**src/verilog/arxf_pkg.sv**
```systemverilog
// arxf_pkg: op-codes, control fields, counts and reset values of the
// receiver-2 filter and host read decode.
// assumes a host serial master that sends one op-code byte per frame.
//
// What this block does
// - Op-code 0xb4 returns one byte, the receiver-2 control register.
// - Op-code 0xb8 returns 32 bytes of receiver-2 label acceptance memory.
// - Op-code 0xbc returns the three receiver-2 priority match labels.
// - Op-code 0xc0 returns four bytes, one whole word from the FIFO.
// - Op-codes 0xc4, 0xc8, 0xcc return mailbox 1, 2, 3 bits 9 to 32.
// - Op-code 0xd0 returns the flag and interrupt assignment byte.
// - Op-code 0xd4 returns the reference clock division byte.
// - Op-code 0xff does nothing and moves no data bytes.
// - Control written by 0x10, read by 0x94 (rx1); written by 0x24 (rx2).
// - Control bit 7 reverses the first eight bits of each received word.
// - With decoding on, word bit 9 must equal control bit 6.
// - With decoding on, word bit 10 must equal control bit 5.
// - Control bit 4 turns decoding on; when off bits 9, 10 are ignored.
// - Parity bit set checks word parity; clear stores all 32 bits.
// - Control bit 2 set stores only words whose label bit is one.
// - Control bit 1 set captures label matches that pass decoding and parity into the matching mailbox.
// - Control bit 1 clear: no matching and no mailbox writes.
// - Control bit 0 picks line rate: zero high, one low (high over 8).
// - Label bytes start at label 0xff, descending, high bit first.
// - Match bytes go filter 3 first, then filter 2, then filter 1.
package arxf_pkg;
  // host op-codes
  localparam logic [7:0] OP_WR_RX1_CTL = 8'h10;
  localparam logic [7:0] OP_WR_RX2_CTL = 8'h24;
  localparam logic [7:0] OP_WR_LABELS = 8'h28;
  localparam logic [7:0] OP_WR_MATCH = 8'h2c;
  localparam logic [7:0] OP_WR_FLAGS = 8'h34;
  localparam logic [7:0] OP_WR_DIVIDE = 8'h38;
  localparam logic [7:0] OP_RD_RX1_CTL = 8'h94;
  localparam logic [7:0] OP_RD_RX2_CTL = 8'hb4;
  localparam logic [7:0] OP_RD_LABELS = 8'hb8;
  localparam logic [7:0] OP_RD_MATCH = 8'hbc;
  localparam logic [7:0] OP_RD_MESSAGE = 8'hc0;
  localparam logic [7:0] OP_RD_MBOX1 = 8'hc4;
  localparam logic [7:0] OP_RD_MBOX2 = 8'hc8;
  localparam logic [7:0] OP_RD_MBOX3 = 8'hcc;
  localparam logic [7:0] OP_RD_FLAGS = 8'hd0;
  localparam logic [7:0] OP_RD_DIVIDE = 8'hd4;
  localparam logic [7:0] OP_NOP = 8'hff;
  // data bytes per op-code
  localparam logic [5:0] CTL_BYTES = 6'h01;
  localparam logic [5:0] LABEL_BYTES = 6'h20;
  localparam logic [5:0] MATCH_BYTES = 6'h03;
  localparam logic [5:0] MESSAGE_BYTES = 6'h04;
  localparam logic [5:0] MBOX_BYTES = 6'h03;
  // receiver control register fields
  localparam int CTL_RX_LABEL_BIT_REVERSE = 7;
  localparam int CTL_MATCH_VALUE_BIT_NINE = 6;
  localparam int CTL_MATCH_VALUE_BIT_TEN = 5;
  localparam int CTL_SRC_DEST_DECODE_ENABLE = 4;
  localparam int CTL_PARITY_CHECK = 3;
  localparam int CTL_LABEL_FILTER_ENABLE = 2;
  localparam int CTL_PRIORITY_CAPTURE_ENABLE = 1;
  localparam int CTL_LOW_RATE = 0;
  // message bit positions (message bit n sits at index n-1)
  localparam int MSG_BIT_NINE = 8;
  localparam int MSG_BIT_TEN = 9;
  // reset values
  localparam logic [7:0] CTL_RESET = 8'h00;
  localparam logic [7:0] FLAGS_RESET = 8'h00;
  localparam logic [7:0] DIVIDE_RESET = 8'h00;
  // synchronised pin slots and their idle levels
  localparam int PIN_SCK = 0;
  localparam int PIN_SEL = 1;
  localparam int PIN_MOSI = 2;
  localparam logic [2:0] PIN_IDLE = 3'h2;
endpackage

```
**src/verilog/arxf_fifo.sv**
```systemverilog
// arxf_fifo: small synchronous word FIFO with valid/ready on both sides.
// assumes DEPTH is a power of two so the pointers wrap by themselves.
`timescale 1ns/1ps
module arxf_fifo #(
  parameter int WIDTH = 32,
  parameter int DEPTH = 8
) (
  // clock and reset
  input wire logic ref_clk,
  input wire logic rst,
  // filling side
  input wire logic inValid,
  output logic inReady,
  input wire logic [WIDTH-1:0] inData,
  // draining side
  output logic outValid,
  input wire logic outReady,
  output logic [WIDTH-1:0] outData
);
  localparam int AW = $clog2(DEPTH);
  localparam logic [AW:0] FULL = (AW+1)'(DEPTH);

  typedef struct packed {
    logic [DEPTH-1:0][WIDTH-1:0] mem;
    logic [AW-1:0] wrPtr;
    logic [AW-1:0] rdPtr;
    logic [AW:0] count;
  } arxf_fifo_state_type;

  arxf_fifo_state_type state, next_state;
  logic push, pop;

  // honest flags straight from the fill count
  assign inReady = (state.count != FULL);
  assign outValid = (state.count != '0);
  assign outData = state.mem[state.rdPtr];
  assign push = inValid && inReady;
  assign pop = outValid && outReady;

  // pointer and count update; push and pop may share a cycle
  always_comb begin
    next_state = state;
    if (push) begin
      next_state.mem[state.wrPtr] = inData;
      next_state.wrPtr = state.wrPtr + 1'b1;
    end
    if (pop) begin
      next_state.rdPtr = state.rdPtr + 1'b1;
    end
    if (push && !pop) begin
      next_state.count = state.count + 1'b1;
    end else if (pop && !push) begin
      next_state.count = state.count - 1'b1;
    end
  end

  // state register
  always_ff @(posedge ref_clk) begin
    if (rst) begin
      state <= '0;
    end else begin
      state <= next_state;
    end
  end
endmodule // arxf_fifo

```
**src/verilog/arxf_label_mem.sv**
```systemverilog
// arxf_label_mem: label acceptance bits, one write and two read ports.
// assumes a read address held one cycle before its data is used.
`timescale 1ns/1ps
module arxf_label_mem #(
  parameter int ENTRIES = 32,
  parameter int BITS = 8
) (
  // clock and reset
  input wire logic ref_clk,
  input wire logic rst,
  // host write port
  input wire logic wrEn,
  input wire logic [$clog2(ENTRIES)-1:0] wrAddr,
  input wire logic [BITS-1:0] wrData,
  // host read port
  input wire logic [$clog2(ENTRIES)-1:0] rdAddrA,
  output logic [BITS-1:0] rdDataA,
  // filter lookup port
  input wire logic [$clog2(ENTRIES)-1:0] rdAddrB,
  output logic [BITS-1:0] rdDataB
);
  typedef struct packed {
    logic [ENTRIES-1:0][BITS-1:0] mem;
    logic [BITS-1:0] dataA;
    logic [BITS-1:0] dataB;
  } arxf_mem_state_type;

  arxf_mem_state_type state, next_state;

  assign rdDataA = state.dataA;
  assign rdDataB = state.dataB;

  // registered reads see the contents before this cycle's write
  always_comb begin
    next_state = state;
    next_state.dataA = state.mem[rdAddrA];
    next_state.dataB = state.mem[rdAddrB];
    if (wrEn) begin
      next_state.mem[wrAddr] = wrData;
    end
  end

  // state register; every label starts rejected
  always_ff @(posedge ref_clk) begin
    if (rst) begin
      state <= '0;
    end else begin
      state <= next_state;
    end
  end
endmodule // arxf_label_mem

```
**src/verilog/arxf_rx_filter_control.sv**
```systemverilog
// arxf_rx_filter_control: host serial op-code decode, receiver control
// registers and the receiver-2 acceptance filter feeding an 8-word FIFO.
// assumes a mode-0 serial master (sample on rising clock, MSB first) with
// its clock far slower than ref_clk, and decoded words from a line decoder.
`timescale 1ns/1ps
module arxf_rx_filter_control
  import arxf_pkg::*;
#(
  parameter int FIFO_DEPTH = 8
) (
  // clock and reset
  input wire logic ref_clk,
  input wire logic rst,
  // host serial port pins
  input wire logic spiClk,
  input wire logic spiSelectN,
  input wire logic spiMosi,
  output logic spiMisoOut,
  output logic spiMisoOeN,
  // decoded words from the receiver-2 line decoder
  input wire logic [31:0] rxWord,
  input wire logic rxWordValid,
  output logic rxWordReady,
  // settings for the rest of the chip
  output logic [7:0] rx1Control,
  output logic rx2LowSpeed,
  output logic [7:0] flagAssign,
  output logic [7:0] clockDivide
);
  typedef enum logic [1:0] {
    SP_OPCODE = 2'b01,
    SP_DATA = 2'b10
  } arxf_spi_phase_type;
  typedef enum logic [2:0] {
    FL_EMPTY = 3'b001,
    FL_CHECK = 3'b010,
    FL_PUSH = 3'b100
  } arxf_filt_phase_type;
  typedef struct packed {
    logic [2:0][2:0] sync;
    logic [2:0] lvl;
    arxf_spi_phase_type phase;
    logic [2:0] bitCnt;
    logic [5:0] dataIdx;
    logic [6:0] rxShift;
    logic [7:0] opcode;
    logic [7:0] txByte;
    logic misoOut;
    logic misoOeN;
    logic [31:0] msgHold;
    logic [7:0] rx1Ctl;
    logic [7:0] rx2Ctl;
    logic [2:0][7:0] match;
    logic [2:0][23:0] mbox;
    logic [7:0] flags;
    logic [7:0] divide;
    arxf_filt_phase_type filt;
    logic [31:0] word;
  } arxf_main_state_type;
  arxf_main_state_type state, next_state;
  logic [2:0] pinIn;
  logic sckRise, sckFall, selected, mosiBit;
  logic [7:0] fullByte, labelRdA, labelRdB, inLabel, rxLabelIn;
  logic memWrEn;
  logic [4:0] memWrAddr, memAddrA, memAddrB;
  logic [7:0] memWrData;
  logic fifoInReady, fifoOutValid, fifoPop;
  logic [31:0] fifoOutData;
  logic sdOk, parityOk, labelOk, acceptWord;
  logic [23:0] wordHigh;
  // bit order swap of a label byte
  function automatic logic [7:0] flipByte(input logic [7:0] b);
    logic [7:0] r;
    r = 8'h00;
    for (int i = 0; i < 8; i++) begin
      r[i] = b[7-i];
    end
    return r;
  endfunction
  // byte n of a word, most significant byte first
  function automatic logic [7:0] wordByte(input logic [31:0] w,
                                          input logic [1:0] n);
    logic [7:0] b;
    b = 8'h00;
    unique case (n)
      2'h0: b = w[31:24];
      2'h1: b = w[23:16];
      2'h2: b = w[15:8];
      2'h3: b = w[7:0];
    endcase
    return b;
  endfunction
  // byte to shift out for data byte idx of read op-code op
  function automatic logic [7:0] readByte(input logic [7:0] op,
                                          input logic [5:0] idx);
    logic [7:0] b;
    b = 8'h00;
    case (op)
      OP_RD_RX1_CTL: if (idx < CTL_BYTES) b = state.rx1Ctl;
      OP_RD_RX2_CTL: if (idx < CTL_BYTES) b = state.rx2Ctl;
      OP_RD_LABELS: if (idx < LABEL_BYTES) b = labelRdA;
      OP_RD_MATCH: if (idx < MATCH_BYTES) b = state.match[2'h2 - idx[1:0]];
      // first byte straight from the FIFO head
      OP_RD_MESSAGE: begin
        if (idx == 6'h00) begin
          b = fifoOutValid ? fifoOutData[31:24] : 8'h00;
        end else if (idx < MESSAGE_BYTES) begin
          b = wordByte(state.msgHold, idx[1:0]);
        end
      end
      // mailbox bits 9 to 32, number in op-code bits 3:2
      OP_RD_MBOX1, OP_RD_MBOX2, OP_RD_MBOX3: if (idx < MBOX_BYTES)
        b = wordByte({state.mbox[op[3:2] - 2'h1], 8'h00}, idx[1:0]);
      OP_RD_FLAGS: if (idx < CTL_BYTES) b = state.flags;
      OP_RD_DIVIDE: if (idx < CTL_BYTES) b = state.divide;
      // no-op and unknown codes send zeros
      default: b = 8'h00;
    endcase
    return b;
  endfunction
  // pin slots and edge detection on the agreeing stages two and three
  assign pinIn = {spiMosi, spiSelectN, spiClk};
  assign sckRise = (state.sync[PIN_SCK][1] == state.sync[PIN_SCK][2]) &&
                   state.sync[PIN_SCK][2] && !state.lvl[PIN_SCK];
  assign sckFall = (state.sync[PIN_SCK][1] == state.sync[PIN_SCK][2]) &&
                   !state.sync[PIN_SCK][2] && state.lvl[PIN_SCK];
  assign selected = !state.lvl[PIN_SEL];
  assign mosiBit = state.lvl[PIN_MOSI];
  assign fullByte = {state.rxShift, mosiBit};
  // label memory: host reads run one byte ahead so data is ready
  assign memAddrA = (state.phase == SP_DATA) ?
                    (state.dataIdx[4:0] + 5'h01) : 5'h00;
  assign rxLabelIn = rxWord[7:0];
  assign inLabel = state.rx2Ctl[CTL_RX_LABEL_BIT_REVERSE] ?
                   flipByte(rxLabelIn) : rxLabelIn;
  // label L sits in byte ~L[7:3], bit L[2:0]
  assign memAddrB = ~inLabel[7:3];
  assign sdOk = !state.rx2Ctl[CTL_SRC_DEST_DECODE_ENABLE] ||
                ((state.word[MSG_BIT_NINE] ==
                  state.rx2Ctl[CTL_MATCH_VALUE_BIT_NINE]) &&
                 (state.word[MSG_BIT_TEN] ==
                  state.rx2Ctl[CTL_MATCH_VALUE_BIT_TEN]));
  assign parityOk = !state.rx2Ctl[CTL_PARITY_CHECK] || (^state.word);
  assign labelOk = !state.rx2Ctl[CTL_LABEL_FILTER_ENABLE] ||
                   labelRdB[state.word[2:0]];
  assign acceptWord = sdOk && parityOk && labelOk;
  assign wordHigh = state.word[31:8];
  // outputs; stalled filter holds off the line decoder
  assign rxWordReady = (state.filt == FL_EMPTY);
  assign spiMisoOut = state.misoOut;
  assign spiMisoOeN = state.misoOeN;
  assign rx1Control = state.rx1Ctl;
  // rate select to the bit decoder
  assign rx2LowSpeed = state.rx2Ctl[CTL_LOW_RATE];
  assign flagAssign = state.flags;
  assign clockDivide = state.divide;
  // next-state logic: pin sync, host frame, filter
  always_comb begin
    next_state = state;
    memWrEn = 1'b0;
    memWrAddr = 5'h00;
    memWrData = 8'h00;
    fifoPop = 1'b0;
    for (int i = 0; i < 3; i++) begin
      next_state.sync[i] = {state.sync[i][1:0], pinIn[i]};
      if (state.sync[i][1] == state.sync[i][2]) begin
        next_state.lvl[i] = state.sync[i][2];
      end
    end
    // deselect aborts any frame; a partial byte is dropped
    if (!selected) begin
      next_state.phase = SP_OPCODE;
      next_state.bitCnt = 3'h0;
      next_state.dataIdx = 6'h00;
      next_state.txByte = 8'h00;
      next_state.misoOut = 1'b0;
      next_state.misoOeN = 1'b1;
    end else begin
      next_state.misoOeN = 1'b0;
      if (sckRise) begin
        next_state.rxShift = fullByte[6:0];
        next_state.bitCnt = state.bitCnt + 3'h1;
        if (state.bitCnt == 3'h7 && state.phase == SP_OPCODE) begin
          next_state.opcode = fullByte;
          next_state.phase = SP_DATA;
          next_state.txByte = readByte(fullByte, 6'h00);
          // whole word leaves the FIFO at op-code time
          if (fullByte == OP_RD_MESSAGE) begin
            fifoPop = fifoOutValid;
            next_state.msgHold = fifoOutValid ? fifoOutData : 32'h0;
          end
        end else if (state.bitCnt == 3'h7) begin
          // index saturates so bytes past the count stay zero
          next_state.dataIdx = (state.dataIdx == 6'h3f) ? 6'h3f :
                               state.dataIdx + 6'h01;
          next_state.txByte = readByte(state.opcode, next_state.dataIdx);
          case (state.opcode)
            OP_WR_RX1_CTL: if (state.dataIdx < CTL_BYTES) begin
              next_state.rx1Ctl = fullByte;
            end
            OP_WR_RX2_CTL: if (state.dataIdx < CTL_BYTES) begin
              next_state.rx2Ctl = fullByte;
            end
            // label bytes in descending label order
            OP_WR_LABELS: if (state.dataIdx < LABEL_BYTES) begin
              memWrEn = 1'b1;
              memWrAddr = state.dataIdx[4:0];
              memWrData = fullByte;
            end
            OP_WR_MATCH: if (state.dataIdx < MATCH_BYTES) begin
              next_state.match[2'h2 - state.dataIdx[1:0]] = fullByte;
            end
            OP_WR_FLAGS: if (state.dataIdx < CTL_BYTES) begin
              next_state.flags = fullByte;
            end
            OP_WR_DIVIDE: if (state.dataIdx < CTL_BYTES) begin
              next_state.divide = fullByte;
            end
            default: ;
          endcase
        end
      end
      // output changes on the falling edge, ready for the next rise
      if (sckFall) begin
        next_state.misoOut = state.txByte[7];
        next_state.txByte = {state.txByte[6:0], 1'b0};
      end
    end
    // filter: take, check one cycle later, then push or drop
    unique case (state.filt)
      FL_EMPTY: begin
        if (rxWordValid) begin
          next_state.word = {rxWord[31:8], inLabel};
          next_state.filt = FL_CHECK;
        end
      end
      FL_CHECK: begin
        for (int k = 0; k < 3; k++) begin
          if (state.rx2Ctl[CTL_PRIORITY_CAPTURE_ENABLE] && sdOk &&
              parityOk && state.word[7:0] == state.match[k]) begin
            next_state.mbox[k] = wordHigh;
          end
        end
        next_state.filt = acceptWord ? FL_PUSH : FL_EMPTY;
      end
      FL_PUSH: begin
        if (fifoInReady) begin
          next_state.filt = FL_EMPTY;
        end
      end
    endcase
  end
  // state register; controls reset to zero
  always_ff @(posedge ref_clk) begin
    if (rst) begin
      state <= '0;
      state.sync[PIN_SEL] <= 3'h7;
      state.lvl <= PIN_IDLE;
      state.phase <= SP_OPCODE;
      state.misoOeN <= 1'b1;
      state.rx1Ctl <= CTL_RESET;
      state.rx2Ctl <= CTL_RESET;
      state.flags <= FLAGS_RESET;
      state.divide <= DIVIDE_RESET;
      state.filt <= FL_EMPTY;
    end else begin
      state <= next_state;
    end
  end
  // label acceptance bits
  arxf_label_mem #(.ENTRIES(32), .BITS(8)) labelMem (
    .ref_clk(ref_clk),
    .rst(rst),
    .wrEn(memWrEn),
    .wrAddr(memWrAddr),
    .wrData(memWrData),
    .rdAddrA(memAddrA),
    .rdDataA(labelRdA),
    .rdAddrB(memAddrB),
    .rdDataB(labelRdB)
  );
  // accepted words wait here for the host
  arxf_fifo #(.WIDTH(32), .DEPTH(FIFO_DEPTH)) wordFifo (
    .ref_clk(ref_clk),
    .rst(rst),
    .inValid(state.filt == FL_PUSH),
    .inReady(fifoInReady),
    .inData(state.word),
    .outValid(fifoOutValid),
    .outReady(fifoPop),
    .outData(fifoOutData)
  );
endmodule // arxf_rx_filter_control

```
**config.mk**
```make
export PLATFORM = sky130hd
export DESIGN_NAME = arxf_rx_filter_control
export DESIGN_NICKNAME = d
export VERILOG_FILES = /design/src/verilog/arxf_pkg.sv /design/src/verilog/arxf_fifo.sv /design/src/verilog/arxf_label_mem.sv /design/src/verilog/arxf_rx_filter_control.sv
export SDC_FILE = /design/constraint.sdc
export NUM_CORES = 2
export LEC_CHECK = 0
export ABC_AREA = 1
export BUFFER_PORTS_ARGS = -buffer_cell sky130_fd_sc_hd__buf_2
export CAP_MARGIN = 20
export CORE_MARGIN = 2
export CORE_UTILIZATION = 50
export CTS_CLUSTER_SIZE = 28
export DETAILED_ROUTE_END_ITERATION = 7
export PLACE_DENSITY_LB_ADDON = 0.1
export SYNTH_ARGS = -nofsm -noshare
export SYNTH_HDL_FRONTEND = slang
export SYNTH_SLANG_ARGS = --single-unit
```
**constraint.sdc**
```tcl
create_clock -name ref_clk -period 4.1 [get_ports ref_clk]
set_clock_uncertainty 0.15 [all_clocks]
set_input_delay 0.615 -clock ref_clk [delete_from_list [all_inputs] [get_ports ref_clk]]
set_output_delay 0.615 -clock ref_clk [all_outputs]
set_load 0.02 [all_outputs]
```
==> flow_summary.toml <==
[clocking]
cts.repair.resized = 0
cts_setup_buffers = 0
clk_transition_reported_paths_ns = 0.07
hold_buffers = 2
cts_root_buf = "clkbuf_16"
cts_buffers = 86
clockBufferDepth = 3
clock-sinks = 781
cts_tree = "yes"
clock_latency_ns = 0.65
htree_levels = 3

[timing]
fin_tns_setup_ns = 0
fin_ws_ns = 0.513
worstMarginPinSlew_ns = 1.02
rsz0062_at_grt = "false"
max_freq_mhz = 279
hold_viol_final = 0
finalSetupViolCount = 0
period_needed_ns = 3.59
drv_slew = 0
finalCritPeriodShare_pct = 87.5
max_slew_margin_pct = 32.2

[detailed_routing]
detail_route.wl_per_cell_um = 21.6
drtIter0Drc = 4353
drt.antenna.violating_nets = 0
drcViolationCount = 0
dr.pass1.iters = 8
avgViaCountPerCell = 5.90
num_vias = 39700
routed_wl_um = 146000

[floorplan]
initial_core_util_pct = 50.4
core_mm2 = 0.0789
die_area_mm2 = 0.0818
die_w_um = 286
chipHeight_um = 286
io_pins = 66
rows = 103

[grt]
grt_pass1_vias = 36200
antenna_found_initial = 0
grt_usage_pct = 34.6
overflow = 0
grt_pass1_wl_um = 222000
grt_max_degree = 184

[finish]
n_antenna_cell = 0
drive_gt1_share_pct = 8.80
syn_to_final_growth_pct = 9.17
nets = 5671

[placed_design]
finalWeightedCongestion = 0.990
io_buffers = 65
dp_hpwl_um = 94200
place_ws_ns = 0.492

[yosys]
seq_area_frac_synth_pct = 39.3
postSynthCellCount = 5807
synth_most_common_cell = "o21ai_0"
async_flop_share_pct = 0
synth_top_cell_by_area = "dfxtp_1"
synthXorXnorAreaFrac_pct = 0.463
synth_top_family_by_area = "compound AO/OA/AOI/OAI gates"
synth_area_mm2 = 0.0397
synth_top_area_share_pct = 39.3
synth_edf_count = 0
synth_ff_type = "dfxtp_1"
ys_top_cells_by_area = "dfxtp_1, o21ai_0, a21oi_1, nand2_1, inv_1"
syn_nets = 5871
yosys_warnings = 0
ys_types = 52
ys_seq_elements = 781
synth_fa_ha_area_share_pct = 0.837
synth_simple_gate_area_share_pct = 20.9
synth.avg_cell_area_um2 = 6.84
synthTopCellsByCount = "o21ai_0, a21oi_1, nand2_1"
synth_mux_area_share_pct = 0
synth-compound-area-share_pct = 27.5

[pwr]
power_density_mw_per_mm2 = 383
p_total_mw = 16.6
power.leakage_nw = 16.5
ir_drop_mv = 0.371

[critical_path]
arrival_ns = 3.98
cp.required_ns = 4.49
setup.worst_path.end_class = "flop"
critical_path_class = "reg -> reg"
critPathMaxFanout = 17
cp-start-kind = "flop"

[min_path]
hp-class = "in -> reg"

[run_status]
outcome = "completed"

[flow_run]
max_cap_violations = 0
==> stage by stage <==
stage / hold slack, ns / std cells / cell area (um2) / util, %
floorplan: 0.238 / 5807 / 39700 / -
global placement: 0.242 / 6567 / 40500 / 51.3
detailed placement: 0.245 / 6567 / 40500 / 51.3
CTS: 0.0161 / 6723 / 43400 / 55.0
global route: 0.0308 / 6723 / 43400 / 55.0
finish: 0.0336 / 6723 / 43400 / 55.0
==> worst paths after layout <==
path,from,end,slack [ns],depth (start not counted)
worst min-delay path,spiSelectN,next_state[238],0.03,2
worst min register to register,next_state[241],next_state[242],0.25,2
worst max register to register,state[236],wordFifo.state[3],0.51,20
worst max-delay path,state[236],wordFifo.state[3],0.51,20
==> per-layer routing <==
metal	global-route usage, %	part of all wire (%)	vias up
met3	4.55	7.7	408
met4	17.8	5.5	0
li1	-	-	19100
met1	46.3	42	18300
met5	0	0	-
met2	54.7	45	1881
==> kinds of logic after synthesis <==
group,count (synthesis)
AO/OA/AOI/OAI,2040
AND/OR/NAND/NOR,1874
buffers and inverters,1065
flip-flops,781
adder cells (fa/ha/maj),26
XOR/XNOR,21
==> worst max-delay path, cell delays in order, from the launching register on <==
cell      delay, ns
dfxtp_1        0.33
ha_1           0.15
inv_1          0.05
nor2_2         0.20
inv_2          0.12
nor2_1         0.18
inv_2          0.15
nor2_4         0.22
nand2_4        0.09
clkinv_2       0.19
nand2_4        0.10
ha_1           0.26
inv_1          0.12
ha_1           0.28
and3_1         0.19
a211oi_1       0.23
nor2_1         0.07
nor2_1         0.09
nand2_1        0.07
o21ai_0        0.15
a21oi_1        0.05
==> flip-flops by register name, indices dropped and copies added (netlist names) <==
| register | count |
|---|---|
| wordFifo.state | 266 |
| state | 202 |
| rx2LowSpeed | 1 |
| flagAssign | 8 |
| spiMisoOut | 1 |
| labelMem.rdDataA | 8 |
| clockDivide | 8 |
| fullByte | 8 |
| spiMisoOeN | 1 |
| rx1Control | 8 |
| labelMem.rdDataB | 8 |
| labelMem.state | 256 |
| next_state | 6 |
==> report_power, final <==
group,internal (mW),switching [mW],leakage (nW)
Clock,4.66,3.34,1.44
Combinational,0.250,0.618,8.79
Sequential,7.63,0.122,6.30
Total,12.5,4.07,16.5
==> final cells by class <==
cell class              count  area (um2)
clock inverters            30         274
fillers                  7774       35500
flip-flops and latches    781       15600
multi-input cells        3961       19800
well taps                1050        1310
inverters                 582        2210
repair buffers            195        1500
clock buffers             124        2610
==> cells in the final DEF, fill, tap and decap left out, drive strengths merged, types with 2 or more instances in the layout <==
master,synthesis,final
and3,9,9
or2,30,30
dfxtp,781,781
nor3,25,25
o22ai,36,36
o21ai,966,966
o211ai,57,57
o21a,12,12
bufinv,0,4
inv,572,573
a21oi,831,831
clkinvlp,0,2
a211oi,56,56
o221ai,70,70
a31oi,8,8
buf,174,192
dlygate4sd3,0,2
nor2,552,552
nand4,106,106
nand3,319,319
xor2,9,9
nor4,4,4
ha,25,25
and2,2,2
xnor2,12,12
nand2,827,827
clkbuf,309,125
clkinv,10,33
(Power assumes the default switching activity.)
